**src/hw/dsr_pkg.sv**
```systemverilog
// Shared constants for the door state relay reporting block
package dsr_pkg;
    // Register byte offsets
    localparam logic [7:0] ADDR_CTRL = 8'h00;
    localparam logic [7:0] ADDR_STAT = 8'h04;
    localparam logic [7:0] ADDR_IRQ_STAT = 8'h08;
    localparam logic [7:0] ADDR_IRQ_MASK = 8'h0C;
    localparam logic [7:0] ADDR_THRESH = 8'h10;
    // Control field positions
    localparam int CTRL_NUDGE_OPT = 0;
    localparam int CTRL_IDLE_OPT = 1;
    // Status and interrupt field positions
    localparam int ST_CLOSED = 0;
    localparam int ST_REVERSAL = 1;
    localparam int ST_OPEN = 2;
    localparam int ST_W = 3;
    // Reset values
    localparam logic [1:0] CTRL_RST = 2'h0;
    localparam logic [2:0] MASK_RST = 3'h0;
    // Open threshold in position units
    localparam logic [15:0] THRESH_RST = 16'h0014;
    // Input sync depth
    localparam int SYNC_STAGES = 2;
    // Quiet cycles before the encoder counts as stopped
    localparam logic [15:0] IDLE_CYCLES = 16'h03E8;
    localparam logic [1:0] RESP_OKAY = 2'h0;
    localparam logic [1:0] RESP_SLVERR = 2'h2;
endpackage : dsr_pkg

```
**src/hw/dsr_sync_if.sv**
```systemverilog
// Interface carrying synchronised door inputs to the relay core
`timescale 1ns/1ps
interface dsr_sync_if;
    logic [7:0] raw;
    logic [7:0] synced;
    modport src (input raw, output synced);
    modport dst (output raw, input synced);
endinterface : dsr_sync_if

```
**src/hw/dsr_relay.sv**
```systemverilog
// Door state relay reporting core with AXI4-Lite register slave
//
// The placing of the registers and the AXI4-Lite register port were left to the implementer.
`timescale 1ns/1ps
module dsr_relay (
    input wire logic mclk_in, // 100 MHz clock
    input wire logic rst_n_in, // Async reset, active low
    input wire logic ce_in, // Clock enable, freezes state when low
    input wire logic closed_pos_in, // Controller detected closed position
    input wire logic enc_pulse_in, // Encoder pulse activity pin
    input wire logic closed_position_switch_in, // Closed switch pin
    input wire logic open_cmd_in, // Open command pin
    input wire logic obstruct_in, // Obstruction detected
    input wire logic barrier_in, // Light barrier interrupted
    input wire logic nudge_cmd_in, // Close-with-nudge move active
    input wire logic end_stop_in, // Open end stop detected
    input wire logic [15:0] open_dist_in, // Distance from open position
    output logic closed_state_relay_out, // Closed relay drive
    output logic reversal_relay_out, // Reversal relay drive
    output logic open_state_relay_out, // Open relay drive
    output logic irq_out, // Level interrupt
    input wire logic [7:0] s_axi_awaddr, // Write address
    input wire logic s_axi_awvalid, // Write address valid
    output logic s_axi_awready, // Write address ready
    input wire logic [31:0] s_axi_wdata, // Write data
    input wire logic [3:0] s_axi_wstrb, // Write strobes
    input wire logic s_axi_wvalid, // Write data valid
    output logic s_axi_wready, // Write data ready
    output logic [1:0] s_axi_bresp, // Write response
    output logic s_axi_bvalid, // Write response valid
    input wire logic s_axi_bready, // Write response ready
    input wire logic [7:0] s_axi_araddr, // Read address
    input wire logic s_axi_arvalid, // Read address valid
    output logic s_axi_arready, // Read address ready
    output logic [31:0] s_axi_rdata, // Read data
    output logic [1:0] s_axi_rresp, // Read response
    output logic s_axi_rvalid, // Read data valid
    input wire logic s_axi_rready // Read data ready
);
    dsr_sync_if sif ();

    // Pins from the door side are asynchronous to mclk
    assign sif.raw = {1'b0, end_stop_in, nudge_cmd_in, barrier_in,
                      obstruct_in, open_cmd_in, closed_position_switch_in,
                      enc_pulse_in};

    dsr_sync #(.WIDTH(8)) u_sync (
        .mclk_in(mclk_in),
        .rst_n_in(rst_n_in),
        .ce_in(ce_in),
        .bus(sif)
    );

    logic s_enc;
    logic s_closed_position_switch;
    logic s_open;
    logic s_obst;
    logic s_barr;
    logic s_nudge;
    logic s_end;
    assign s_enc = sif.synced[0];
    assign s_closed_position_switch = sif.synced[1];
    assign s_open = sif.synced[2];
    assign s_obst = sif.synced[3];
    assign s_barr = sif.synced[4];
    assign s_nudge = sif.synced[5];
    assign s_end = sif.synced[6];

    // Registered state
    logic enc_prev;
    logic [15:0] idle_cnt;
    logic closed_r;
    logic rev_r;
    logic open_r;
    logic [1:0] ctrl;
    logic [15:0] thresh;
    logic [2:0] irq_stat;
    logic [2:0] irq_mask;
    logic irq_r;
    logic aw_got;
    logic w_got;
    logic [7:0] aw_addr;
    logic [31:0] w_data;
    logic [3:0] w_strb;
    logic bvalid;
    logic [1:0] bresp;
    logic rvalid;
    logic [31:0] rdata;
    logic [1:0] rresp;
    logic awready_r;
    logic wready_r;
    logic ar_got;

    logic next_enc_prev;
    logic [15:0] next_idle_cnt;
    logic next_closed_r;
    logic next_rev_r;
    logic next_open_r;
    logic [1:0] next_ctrl;
    logic [15:0] next_thresh;
    logic [2:0] next_irq_stat;
    logic [2:0] next_irq_mask;
    logic next_irq_r;
    logic next_aw_got;
    logic next_w_got;
    logic [7:0] next_aw_addr;
    logic [31:0] next_w_data;
    logic [3:0] next_w_strb;
    logic next_bvalid;
    logic [1:0] next_bresp;
    logic next_rvalid;
    logic [31:0] next_rdata;
    logic [1:0] next_rresp;
    logic next_awready;
    logic next_wready;
    logic next_ar_got;

    logic enc_stopped;
    logic near_open;
    logic open_cond;
    logic rev_trigger;
    logic do_write;
    logic rd_stat_clr;
    logic [2:0] events;
    logic [2:0] relay_now;
    logic [2:0] relay_prev;

    always_comb begin
        enc_stopped = (idle_cnt >= dsr_pkg::IDLE_CYCLES);
        near_open = (open_dist_in < thresh);
        // Idle torque mode waits for the end stop instead
        open_cond = ctrl[dsr_pkg::CTRL_IDLE_OPT] ? s_end : near_open;
        // Nudging blocks count only when the option is set
        rev_trigger = s_barr || (s_open && !closed_r)
            || (s_obst && (!s_nudge
                || ctrl[dsr_pkg::CTRL_NUDGE_OPT]));

        next_enc_prev = s_enc;
        if (s_enc != enc_prev) begin
            next_idle_cnt = 16'h0000;
        end else if (!enc_stopped) begin
            next_idle_cnt = idle_cnt + 16'h0001;
        end else begin
            next_idle_cnt = idle_cnt;
        end

        next_closed_r = closed_r;
        if (s_open) begin
            next_closed_r = 1'b0;
        end else if (closed_pos_in && (enc_stopped || s_closed_position_switch)) begin
            next_closed_r = 1'b1;
        end

        next_rev_r = rev_r;
        if (open_cond) begin
            next_rev_r = 1'b0;
        end else if (rev_trigger && !closed_pos_in) begin
            next_rev_r = 1'b1;
        end

        next_open_r = open_cond;

        relay_now = {next_open_r, next_rev_r, next_closed_r};
        relay_prev = {open_r, rev_r, closed_r};
        events = relay_now & ~relay_prev;
        next_irq_r = |(irq_stat & irq_mask);

        next_aw_got = aw_got;
        next_w_got = w_got;
        next_aw_addr = aw_addr;
        next_w_data = w_data;
        next_w_strb = w_strb;
        if (s_axi_awvalid && !aw_got) begin
            next_aw_got = 1'b1;
            next_aw_addr = s_axi_awaddr;
        end
        if (s_axi_wvalid && !w_got) begin
            next_w_got = 1'b1;
            next_w_data = s_axi_wdata;
            next_w_strb = s_axi_wstrb;
        end
        // Ready pulses once per captured beat, frozen with the rest
        next_awready = s_axi_awvalid && !aw_got && !awready_r;
        next_wready = s_axi_wvalid && !w_got && !wready_r;
        do_write = aw_got && w_got && !bvalid;
        next_ctrl = ctrl;
        next_thresh = thresh;
        next_irq_mask = irq_mask;
        next_bvalid = bvalid;
        next_bresp = bresp;
        if (do_write) begin
            next_aw_got = 1'b0;
            next_w_got = 1'b0;
            next_bvalid = 1'b1;
            next_bresp = dsr_pkg::RESP_OKAY;
            unique case (aw_addr)
                dsr_pkg::ADDR_CTRL: begin
                    if (w_strb[0]) next_ctrl = w_data[1:0];
                end
                dsr_pkg::ADDR_IRQ_MASK: begin
                    if (w_strb[0]) next_irq_mask = w_data[2:0];
                end
                dsr_pkg::ADDR_THRESH: begin
                    if (w_strb[0]) next_thresh[7:0] = w_data[7:0];
                    if (w_strb[1]) next_thresh[15:8] = w_data[15:8];
                end
                dsr_pkg::ADDR_STAT, dsr_pkg::ADDR_IRQ_STAT: begin
                    next_bresp = dsr_pkg::RESP_OKAY;
                end
                default: next_bresp = dsr_pkg::RESP_SLVERR;
            endcase
        end else if (bvalid && s_axi_bready) begin
            next_bvalid = 1'b0;
        end

        next_rvalid = rvalid;
        next_rdata = rdata;
        next_rresp = rresp;
        next_ar_got = 1'b0;
        rd_stat_clr = 1'b0;
        // Data answers only after arready has stood for a cycle
        if (ar_got) begin
            next_rvalid = 1'b1;
        end else if (s_axi_arvalid && !rvalid) begin
            next_ar_got = 1'b1;
            next_rresp = dsr_pkg::RESP_OKAY;
            next_rdata = 32'h00000000;
            unique case (s_axi_araddr)
                dsr_pkg::ADDR_CTRL: next_rdata[1:0] = ctrl;
                dsr_pkg::ADDR_STAT: next_rdata[2:0] = relay_prev;
                dsr_pkg::ADDR_IRQ_STAT: begin
                    next_rdata[2:0] = irq_stat;
                    rd_stat_clr = 1'b1;
                end
                dsr_pkg::ADDR_IRQ_MASK: next_rdata[2:0] = irq_mask;
                dsr_pkg::ADDR_THRESH: next_rdata[15:0] = thresh;
                default: next_rresp = dsr_pkg::RESP_SLVERR;
            endcase
        end else if (rvalid && s_axi_rready) begin
            next_rvalid = 1'b0;
        end
        // New events win over the read clear
        next_irq_stat = (rd_stat_clr ? 3'h0 : irq_stat) | events;
    end

    always_ff @(posedge mclk_in or negedge rst_n_in) begin
        if (!rst_n_in) begin
            enc_prev <= 1'b0;
            idle_cnt <= 16'h0000;
            closed_r <= 1'b0;
            rev_r <= 1'b0;
            open_r <= 1'b0;
            ctrl <= dsr_pkg::CTRL_RST;
            thresh <= dsr_pkg::THRESH_RST;
            irq_stat <= 3'h0;
            irq_mask <= dsr_pkg::MASK_RST;
            irq_r <= 1'b0;
            aw_got <= 1'b0;
            w_got <= 1'b0;
            aw_addr <= 8'h00;
            w_data <= 32'h00000000;
            w_strb <= 4'h0;
            bvalid <= 1'b0;
            bresp <= 2'h0;
            rvalid <= 1'b0;
            rdata <= 32'h00000000;
            rresp <= 2'h0;
            awready_r <= 1'b0;
            wready_r <= 1'b0;
            ar_got <= 1'b0;
        end else if (ce_in) begin
            enc_prev <= next_enc_prev;
            idle_cnt <= next_idle_cnt;
            closed_r <= next_closed_r;
            rev_r <= next_rev_r;
            open_r <= next_open_r;
            ctrl <= next_ctrl;
            thresh <= next_thresh;
            irq_stat <= next_irq_stat;
            irq_mask <= next_irq_mask;
            irq_r <= next_irq_r;
            aw_got <= next_aw_got;
            w_got <= next_w_got;
            aw_addr <= next_aw_addr;
            w_data <= next_w_data;
            w_strb <= next_w_strb;
            bvalid <= next_bvalid;
            bresp <= next_bresp;
            rvalid <= next_rvalid;
            rdata <= next_rdata;
            rresp <= next_rresp;
            awready_r <= next_awready;
            wready_r <= next_wready;
            ar_got <= next_ar_got;
        end
    end

    assign closed_state_relay_out = closed_r;
    assign reversal_relay_out = rev_r;
    assign open_state_relay_out = open_r;
    assign irq_out = irq_r;
    assign s_axi_awready = awready_r;
    assign s_axi_wready = wready_r;
    assign s_axi_arready = ar_got;
    assign s_axi_bvalid = bvalid;
    assign s_axi_bresp = bresp;
    assign s_axi_rvalid = rvalid;
    assign s_axi_rdata = rdata;
    assign s_axi_rresp = rresp;
endmodule : dsr_relay

```
**src/hw/dsr_sync.sv**
```systemverilog
// Two-stage synchroniser for the door input pins
`timescale 1ns/1ps
module dsr_sync #(
    parameter int WIDTH = 8
) (
    input wire logic mclk_in, // System clock
    input wire logic rst_n_in, // Async reset, active low
    input wire logic ce_in, // Clock enable
    dsr_sync_if.src bus // Raw in, synced out
);
    logic [WIDTH-1:0] stage1;
    logic [WIDTH-1:0] stage2;
    logic [WIDTH-1:0] next_stage1;
    logic [WIDTH-1:0] next_stage2;

    always_comb begin
        next_stage1 = ce_in ? bus.raw : stage1;
        next_stage2 = ce_in ? stage1 : stage2;
    end

    always_ff @(posedge mclk_in or negedge rst_n_in) begin
        if (!rst_n_in) begin
            stage1 <= '0;
            stage2 <= '0;
        end else begin
            stage1 <= next_stage1;
            stage2 <= next_stage2;
        end
    end

    assign bus.synced = stage2;
endmodule : dsr_sync

```
**config.mk**
```make
export PLATFORM = sky130hd
export DESIGN_NAME = dsr_relay
export DESIGN_NICKNAME = d
export VERILOG_FILES = /design/src/hw/dsr_pkg.sv /design/src/hw/dsr_sync_if.sv /design/src/hw/dsr_relay.sv /design/src/hw/dsr_sync.sv
export SDC_FILE = /design/constraint.sdc
export NUM_CORES = 1
export LEC_CHECK = 0
export BUFFER_PORTS_ARGS = -buffer_cell sky130_fd_sc_hd__clkbuf_2
export CAP_MARGIN = 30
export CORE_MARGIN = 2
export CORE_UTILIZATION = 55
export CTS_BUF_LIST = sky130_fd_sc_hd__clkbuf_8
export DETAILED_ROUTE_END_ITERATION = 10
export PLACE_DENSITY_LB_ADDON = 0.15
export SETUP_SLACK_MARGIN = 0.3
export SLEW_MARGIN = 20
export SYNTH_ARGS = -nofsm -noshare
export SYNTH_HDL_FRONTEND = slang
export SYNTH_SLANG_ARGS = --single-unit
```
**constraint.sdc**
```tcl
create_clock -name mclk_in -period 2.2 [get_ports mclk_in]
set_input_delay 0.11 -clock mclk_in [delete_from_list [all_inputs] [get_ports mclk_in]]
set_output_delay 0.11 -clock mclk_in [all_outputs]
set_load 0.05 [all_outputs]
```
==> reports/results.ini, run 1 <==
[min_path]
min_from=s_axi_rready
hp-class=in -> reg

[place]
dp_hpwl_mm=7.22
pre_cts_ws_ns=0.0992
port_buffers=92
dp_cells=625
placed_area_sq_mm=0.00568
gp_congestion=0.784

[global_route]
globalRouteMet3Util_pct=3.83
grt_pass1_vias=3655
grt_max_degree=52
overflow=0
antenna_found_initial=0
busiest_layer=met2
grt_pass1_wl_mm=17.5
grt.total_usage_pct=22.1
gr-usage-met2_pct=36.1
met1_usage_pct=30.4

[die]
fp.dieH_um=100
ioPinCount=129
fp.coreArea_sq_mm=0.00911
start_util_pct=55.9
die_width_um=100
core.rowCount=35
dieArea_sq_mm=0.0100

[critical_path]
cp-start-kind=register
cp.required_ns=2.45
critPathTopFamily=compound AO/OA/AOI/OAI gates
max_stage_delay_ns=0.55
crit_path_cell_trace=inv_2 > ha_4 > o21a_1 > o21ai_1 > o21ai_1 > a2111o_1 > a32o_1
slowest_stage=dfstp_2
critPathBufInv=1
path_common_cell=o21ai_1
endpoint_kind=register
rr_startpoint=thresh[2]$_DFFE_PN1P_
crit_start=thresh[2]$_DFFE_PN1P_
worstPathMaxFanout=4
crit_type=reg -> reg
worstPathArrival_ns=2.30

[power_and_ir_drop]
power_leakage_nw=3.08
powerDensity_mw_per_mm2=855
ir_drop_uv=647

[sta]
rsz0062_at_grt=true
worst-slew-pin-transition_ns=0.551
finalCritPeriodShare_pct=93.2
setup_ws_ns=0.150
maxSlewViolCount=0
layout_min_cycle_time_ns=2.05
setup_tns_ns=0
max_clock_freq_mhz=488
max_slew_margin_pct=63.2
setup_viol=0
skew_ns=0.0153
hold_viol=0

[clock_network]
cts_inserted_buffers=9
root_buffer=clkbuf_8
htreeDepth=3
cts_sinks=110
path_clk_slew_ns=0.10
cts_tree=yes
insertion_delay_ns=0.36
cts_buffer_depth=2

[routing]
via_per_inst=5.46
dr.pass1.iters=5
ant_nets=0
drt_iter0_markers=135
drt_wl_total_mm=10.6
drc=0
wl_per_cell_um=15.5
vias=3746

[cells_and_area]
final_cell_area_sq_mm=0.00646
area_delta_synth_final_pct=26.8
multi_input_area_sq_mm=0.00228
fillers=696
finalNetCount=671
layoutNonFillerInstCount=686
antennaDiodeCount=0
fin_util_pct=70.9
drive_gt1_share_pct=37.0
regArea_sq_mm=0.00276

[synth]
ys_seq_area_share_pct=54.1
synth_edf_count=0
yosysUniqueCellTypes=54
synth_warnings=0
synth_top_flop_cell=dfrtp_1
synth_area_sq_mm=0.00509
synthCells=428
postSynthAreaPerCell_sq_um=11.9
ys_seq_elements=110
async_flop_share_pct=100

[job]
drv_cap=0

[outcome]
status=finished clean

-- report_power, final --
| group | internal [mW] | total [mW] | switching (mW) |
|---|---|---|---|
| sequential | 2.47 | 2.83 | 0.364 |
| clock | 0.554 | 1.22 | 0.662 |
| combinational | 0.670 | 1.48 | 0.808 |
-- final cells by class --
cell class	instances	share of cell area [%]
clock inverter	6	0.969
timing repair buffer	146	15.5
clock buffer	10	2.13
inverter	22	1.28
sequential	110	42.7
tap	111	2.15
multi-input combinational	281	35.3
-- logic make-up (layout without fill, tap and decap cells) --
group           after synthesis  count (layout)  synth area share, %
flops                       110             110                 54.1
compound gates               94              94                 12.9
simple gates                 91              91                 9.65
mux                          59              59                 13.4
buf+inv                      54             184                 5.38
fa+ha+maj                    17              17                 4.17
xor+xnor                      2               2                0.344
other cells                   1              18               0.0736
-- stage by stage --
stage          hold WS (ns)  total power, mW
2_1_floorplan        -0.186             3.78
3_3_place_gp          0.109             4.12
3_5_place_dp          0.115             4.19
4_1_cts             0.00331             5.53
5_1_grt              0.0291             5.84
6_report             0.0206             5.52
-- registers in the layout (all words and copies together) (netlist names), 2 cells and up --
signal / count
u_sync.stage1: 7
s_axi_rdata: 16
aw_addr: 8
w_strb: 2
w_data: 16
irq_mask: 3
idle_cnt: 16
irq_stat: 3
ctrl: 2
u_sync.bus.synced: 7
thresh: 16
-- synthesized netlist by cell type, drive strengths merged, types with 2 or more instances --
master	number	area [sq um]
dfrtp	108	2700
mux2	55	619
nand2	31	116
o21ai	31	155
buf	22	154
inv	22	82.6
ha	17	213
a21oi	16	80.1
a22o	13	114
nor2	12	45.0
a31oi	10	62.6
clkbuf	10	37.5
nand3	7	40.0
nor3	7	45.0
and3	6	37.5
o21a	5	37.5
a2111oi	4	72.6
and2	4	26.3
nand4	4	25.0
a32o	3	30.0
nand2b	3	18.8
nand3b	3	22.5
or4	3	26.3
a211oi	2	15.0
a21o	2	15.0
and4	2	18.8
dfstp	2	52.6
mux2i	2	20.0
mux4	2	45.0
nand4b	2	17.5
nor2b	2	12.5
o31ai	2	15.0
-- placed cells by master, fill, tap and decap left out, drive strengths merged, types with 12 or more instances in the layout --
cell,count
a21oi,16
a22o,13
buf,19
inv,23
ha,17
mux2,55
nand2,31
clkbuf,101
dlygate4sd3,36
dfrtp,108
o21ai,31
conb,18
nor2,12
-- worst reg2reg max path: cells and delay by family, from the launching register on --
| kind | cells | cell delay [ns] |
|---|---|---|
| compound gates | 5 | 1.15 |
| fa+ha+maj | 1 | 0.20 |
| buf+inv | 1 | 0.04 |
| flops | 1 | 0.55 |
-- path summary, 6_finish.rpt --
| check | endpoint | slack [ns] | cells after the start |
|---|---|---|---|
| setup / recovery | irq_stat[1]$_DFFE_PN0P_ | 0.15 | 7 |
| hold / removal | s_axi_rvalid$_DFFE_PN0P_ | 0.02 | 4 |
| setup reg to reg | irq_stat[1]$_DFFE_PN0P_ | 0.15 | 7 |
| hold reg to reg | s_axi_wready$_DFFE_PN0P_ | 0.48 | 1 |
| max in group asynchronous | thresh[2]$_DFFE_PN1P_ | 1.23 | 3 |
| min in group asynchronous | s_axi_rdata[5]$_DFFE_PN0P_ | 0.25 | 2 |
-- layer usage --
metal	share of wire [%]	up-vias
li1	-	1795
met1	47	1851
met2	48	92
met3	4.3	8
met4	0.89	0
met5	0	-
-- timing repair --
action	CTS	global route
setup buffers	5	4
resized for setup	23	19
pin swaps	12	10
hold buffers	36	0
hold endpoints to repair	72	0
setup endpoints to repair	19	36
(Power assumes the default switching activity.)
==> inputs of run 2 (changes only) <==
- ABC_AREA: not set -> 1
==> run 2 against run 1 <==
Compared with the run above: clock skew hardly changed; utilization shrank 2.5 points; clock power down 4%; first-iteration DRC count is 62% higher; critical path depth grew 6; sequential share of layout area increased by 0.68 points; sequential power shrank 2%; highest routed layer unchanged.
==> reports/results.ini, run 2 <==
[global_route]
antenna_found_initial=0
grt.total_usage_pct=22.8
overflow=0
grt_pass1_wl_mm=18.5
grt_max_degree=48
grt_pass1_vias=4013

[sta]
skew_ns=0.0150
setup_viol=0
setup_tns_ns=0
worst-slew-pin-transition_ns=0.567
hold_viol=0
finalCritPeriodShare_pct=75.2
holdWs_ns=0.0236
setup_ws_ns=0.545
layout_min_cycle_time_ns=1.66
max_clock_freq_mhz=604
max_slew_margin_pct=61.8
rsz0062_at_grt=false
maxSlewViolCount=0

[routing]
wl_per_cell_um=12.7
dr.pass1.iters=4
drc=0
ant_nets=0
via_per_inst=4.89
drt_iter0_markers=219
drt_wl_total_mm=11.1
vias=4282

[power_and_ir_drop]
power_leakage_nw=3.29
seq_power_share_pct=49.4
power_switching_share_pct=38.4
clkPwrFrac_pct=21.0
ir_drop_uv=671
pwr-share-comb_pct=29.6
p_sw_mw=2.15
intPower_mw=3.44
powerDensity_mw_per_mm2=879

[synth]
netlist_top_cells_area=dfrtp_1 (51%), nand2_1 (13%), inv_1 (5.1%), o21ai_0 (4.5%), ha_1 (4.0%)
synthCells=611
synth_commonest_cells=nand2_1 (181), dfrtp_1 (108), inv_1 (71)
synth_edf_count=0
postSynthAreaPerCell_sq_um=8.64
yosysTopAreaCell=dfrtp_1
async_flop_share_pct=100
netlist.area_leader.share_pct=51.2
ys_seq_elements=110
ys_seq_area_share_pct=52.2
synth_warnings=0
synth_top_flop_cell=dfrtp_1
synth_area_sq_mm=0.00528
yosysMostFrequentCell=nand2_1
yosysUniqueCellTypes=39

[clock_network]
insertion_delay_ns=0.37
cts_tree=yes
post_cts_buffers=0
path_clk_slew_ns=0.10
cts_inserted_buffers=9
cts_sinks=110
htreeDepth=3
root_buffer=clkbuf_8
cts_buffer_depth=2
post_cts_resize_count=0

[cells_and_area]
regArea_sq_mm=0.00276
drive_gt1_share_pct=19.7
antennaDiodeCount=0
finalNetCount=842
multi_input_area_sq_mm=0.00205
final_cell_area_sq_mm=0.00635
fillers=784
area_delta_synth_final_pct=20.4
final_cell_mix=nand2_1 (181), dfrtp_1 (108), clkbuf_2 (91), inv_1 (72), o21ai_0 (47)
layout_commonest_cell=nand2_1

[place]
pre_cts_ws_ns=0.531
port_buffers=92
gp_congestion=0.815
dp_hpwl_mm=8.08
placed_area_sq_mm=0.00579

[critical_path]
path_common_cell=nand2_1
cp.required_ns=2.45
crit_type=reg -> reg
slowest_stage=dfstp_2
worstPathArrival_ns=1.91
crit_path_cell_trace=inv_1 > ha_1 > nand2_1 > inv_1 > nand2_1 > nand2_1 > nand2_1 > nand2_1 > nand2_1 > nand2_1 > nand2_1 > nand2_1 > o21ai_0
endpoint_kind=register
max_stage_delay_ns=0.55
worstPathMaxFanout=4
cp-start-kind=register

[die]
core.rowCount=35
die_width_um=102
fp.coreArea_sq_mm=0.00928
ioPinCount=129
fp.dieH_um=102
dieArea_sq_mm=0.0104
start_util_pct=56.8

[outcome]
status=finished clean

[job]
drv_cap=0

[min_path]
hp-class=in -> reg

run 2: logic make-up (layout without fill, tap and decap cells):
| family | count (synthesis) | after routing | synth area share (%) |
|---|---|---|---|
| compound gates | 99 | 99 | 11.2 |
| flops | 110 | 110 | 52.2 |
| fa+ha+maj | 17 | 17 | 4.03 |
| other cells | 1 | 18 | 0.0711 |
| simple gates | 267 | 267 | 21.2 |
| xor+xnor | 6 | 6 | 1.14 |
| buf+inv | 111 | 229 | 10.1 |
run 2: per-stage QoR:
stage          std cells  power [mW]  util, %
2_1_floorplan        628        3.95        -
3_3_place_gp         822        4.33     62.4
3_5_place_dp         822        4.41     62.4
4_1_cts              875        5.63     68.5
5_1_grt              875        5.97     68.5
6_report             875        5.59     68.5
run 2: worst max-delay path: cells and delay by family, from the launching register on:
family                     cells  cell delay (ns)
DFF                            1             0.55
buffers and inverters          2             0.10
AOI/OAI and AO/OA              1             0.07
and+or+nand+nor                9             0.54
adders and majority gates      1             0.26
run 2: power by group through the flow:
stage	combinational (mW)	sequential (mW)	clock, mW
global route	1.88	2.82	1.27
finish	1.65	2.76	1.17
CTS	1.66	2.76	1.21
detailed placement	1.61	2.80	0
global placement	1.54	2.78	0
floorplan	0.944	3.01	0
run 2: area by class of cell:
class | count | share of cell area [%]
clock buffers | 9 | 1.95
clock inverters | 7 | 1.06
inverters | 76 | 4.53
multi-input cells | 407 | 32.3
flip-flops and latches | 110 | 43.4
well taps | 129 | 2.54
repair buffers | 137 | 14.3
run 2: worst paths after layout:
check / cells past startpoint / to / slack (ns) / from
min in group asynchronous: 2 / s_axi_rdata[1]$_DFFE_PN0P_ / 0.25 / rst_n_in
max in group asynchronous: 3 / thresh[14]$_DFFE_PN0P_ / 1.22 / rst_n_in
hold / removal: 3 / irq_stat[0]$_DFFE_PN0P_ / 0.02 / closed_pos_in
hold reg to reg: 2 / u_sync.bus.synced[3]$_DFFE_PN0P_ / 0.48 / u_sync.bus.synced[3]$_DFFE_PN0P_
setup / recovery: 13 / open_state_relay_out$_DFFE_PN0P_ / 0.54 / thresh[2]$_DFFE_PN1P_
setup reg to reg: 13 / open_state_relay_out$_DFFE_PN0P_ / 0.54 / thresh[2]$_DFFE_PN1P_
run 2: layer usage:
metal / track usage (%) / share of wire, % / vias to the layer above
met5: 0 / 0 / -
met4: 5.85 / 1.1 / 0
met3: 4.38 / 3.9 / 10
met2: 38.2 / 49 / 106
met1: 30.7 / 46 / 1997
li1: - / - / 2169
run 2: repair_timing:
item	in CTS	in global routing
hold endpoints to repair	72	0
hold buffers	37	0
setup endpoints to repair	0	0
==> inputs of run 3 (changes only) <==
- clock period: 2.2 -> 1.7 ns (I/O delays scaled with it)
==> run 3 against run 2 <==
Compared with the run above: the run now ends with negative hold slack left; highest routed layer unchanged; clock skew down 0.0025 ns; sequential power increased by 32%; utilization grew 6.3 points; non-clock buffer count increased by 22; count of clock-buffer cells in the layout is the same; die area is the same; maximum frequency increased by 2.0%.
==> reports/results.ini, run 3 (same netlist as run 2, synthesis figures left out) <==
[outcome]
status=finished with violations
violations=negative hold slack

[sta]
max_slew_margin_pct=52.9
finalCritPeriodShare_pct=95.5
skew_ns=0.0125
maxSlewViolCount=0
holdWs_ns=-0.00678
max_clock_freq_mhz=616
setup_viol=0
rsz0062_at_grt=true
hold_viol=1
setup_tns_ns=0
worst-slew-pin-transition_ns=0.701
layout_min_cycle_time_ns=1.62

[job]
drv_cap=0

[place]
dp_hpwl_mm=8.04
gp_congestion=0.889
placed_area_sq_mm=0.00588
port_buffers=92

[routing]
dr.pass1.iters=4
drc=0
ant_nets=0
via_per_inst=5.11
wl_per_cell_um=14.0
vias=4593
drt_wl_total_mm=12.6
drt_iter0_markers=204

[power_and_ir_drop]
intPower_mw=4.73
seq_power_share_pct=46.8
power_switching_share_pct=39.2
p_sw_mw=3.05
power_leakage_nw=3.48
powerDensity_mw_per_mm2=1120
ir_drop_uv=712
clkPwrFrac_pct=19.0
pwr-share-comb_pct=34.2

[critical_path]
cp.required_ns=1.96
rr_startpoint=thresh[2]$_DFFE_PN1P_
crit_start=thresh[2]$_DFFE_PN1P_
cp-start-kind=register
crit_type=reg -> reg
endpoint_kind=register
worstPathArrival_ns=1.88
worstPathMaxFanout=4

[die]
die_width_um=102
fp.dieH_um=102
core.rowCount=35
dieArea_sq_mm=0.0104
fp.coreArea_sq_mm=0.00928
ioPinCount=129
start_util_pct=56.8

[cells_and_area]
final_cell_mix=nand2_1 (163), dfrtp_1 (105), clkbuf_2 (91), inv_1 (67)
layout_commonest_cell=nand2_1
final_cell_area_sq_mm=0.00694
finalNetCount=865
antennaDiodeCount=0
fin_util_pct=74.7
area_delta_synth_final_pct=31.5
fillers=680
drive_gt1_share_pct=30.7

[min_path]
hp-class=in -> reg
min_from=s_axi_awvalid

[clock_network]
cts_sinks=110
cts_tree=yes
insertion_delay_ns=0.37
path_clk_slew_ns=0.10
cts_buffer_depth=2
root_buffer=clkbuf_8
cts_inserted_buffers=9
htreeDepth=3

[global_route]
grt_pass1_wl_mm=19.3
antenna_found_initial=0
grt_max_degree=49
grt_pass1_vias=4166
grt.total_usage_pct=23.5
overflow=0

==> run 3: timing repair <==
| item | CTS | global route |
|---|---|---|
| pin swaps | 7 | 21 |
| endpoints found under the hold margin | 142 | 0 |
| endpoints found under the setup margin | 40 | 61 |
| cloned | 1 | 2 |
| resized for setup | 14 | 77 |
| hold buffers | 35 | 0 |
| setup buffers | 7 | 11 |
==> run 3: power by group through the flow <==
stage	combinational, mW	clock [mW]	sequential (mW)
floorplan	1.25	0	3.90
global placement	2.03	0	3.61
detailed placement	2.11	0	3.63
CTS	2.31	1.50	3.60
global route	2.95	1.60	3.70
finish	2.66	1.48	3.64
==> run 3: per-layer routing <==
layer	track usage (%)	up-vias	routed length, um
met4	6.87	0	231
met1	30.9	2202	5260
met3	4.92	20	623
met2	39.5	145	6490
met5	0	-	0
li1	-	2226	-
==> run 3: path summary, 6_finish.rpt <==
check / to / slack (ns) / cells past startpoint
worst max-delay path: open_state_relay_out$_DFFE_PN0P_ / 0.08 / 13
worst min-delay path: aw_got$_DFFE_PN0P_ / -0.007 / 3
worst max register to register: open_state_relay_out$_DFFE_PN0P_ / 0.08 / 13
worst min register to register: u_sync.bus.synced[3]$_DFFE_PN0P_ / 0.48 / 2
max in group asynchronous: thresh[4]$_DFFE_PN1P_ / 0.94 / 3
min in group asynchronous: aw_addr[4]$_DFFE_PN0P_ / 0.15 / 2
==> run 3: area by class of cell <==
class | count | area [sq um] | share of cell area, %
flip-flops and latches | 110 | 2760 | 39.8
inverters | 76 | 293 | 4.22
repair buffers | 159 | 1170 | 16.9
clock buffers | 9 | 124 | 1.79
clock inverters | 7 | 57.6 | 0.829
well taps | 129 | 161 | 2.33
multi-input cells | 408 | 2370 | 34.2
==> run 3: stage by stage <==
stage / setup slack, ns / total power, mW / std cells
2_1_floorplan: 0.271 / 5.15 / 628
3_3_place_gp: 0.130 / 5.64 / 826
3_5_place_dp: 0.109 / 5.75 / 826
4_1_cts: 0.119 / 7.41 / 885
5_1_grt: -0.0652 / 8.26 / 898
6_report: 0.0764 / 7.77 / 898
==> run 3: worst max-delay path: stages (launching register included) <==
cell and delay, ns:
dfstp_2 0.55, inv_2 0.05, ha_4 0.25, nand2_2 0.04, inv_2 0.04, nand2_1 0.03, nand2_1 0.06, nand2_1 0.05
nand2_1 0.07, nand2_1 0.06, nand2_2 0.11, nand2_4 0.08, nand2_2 0.05, o21ai_1 0.05
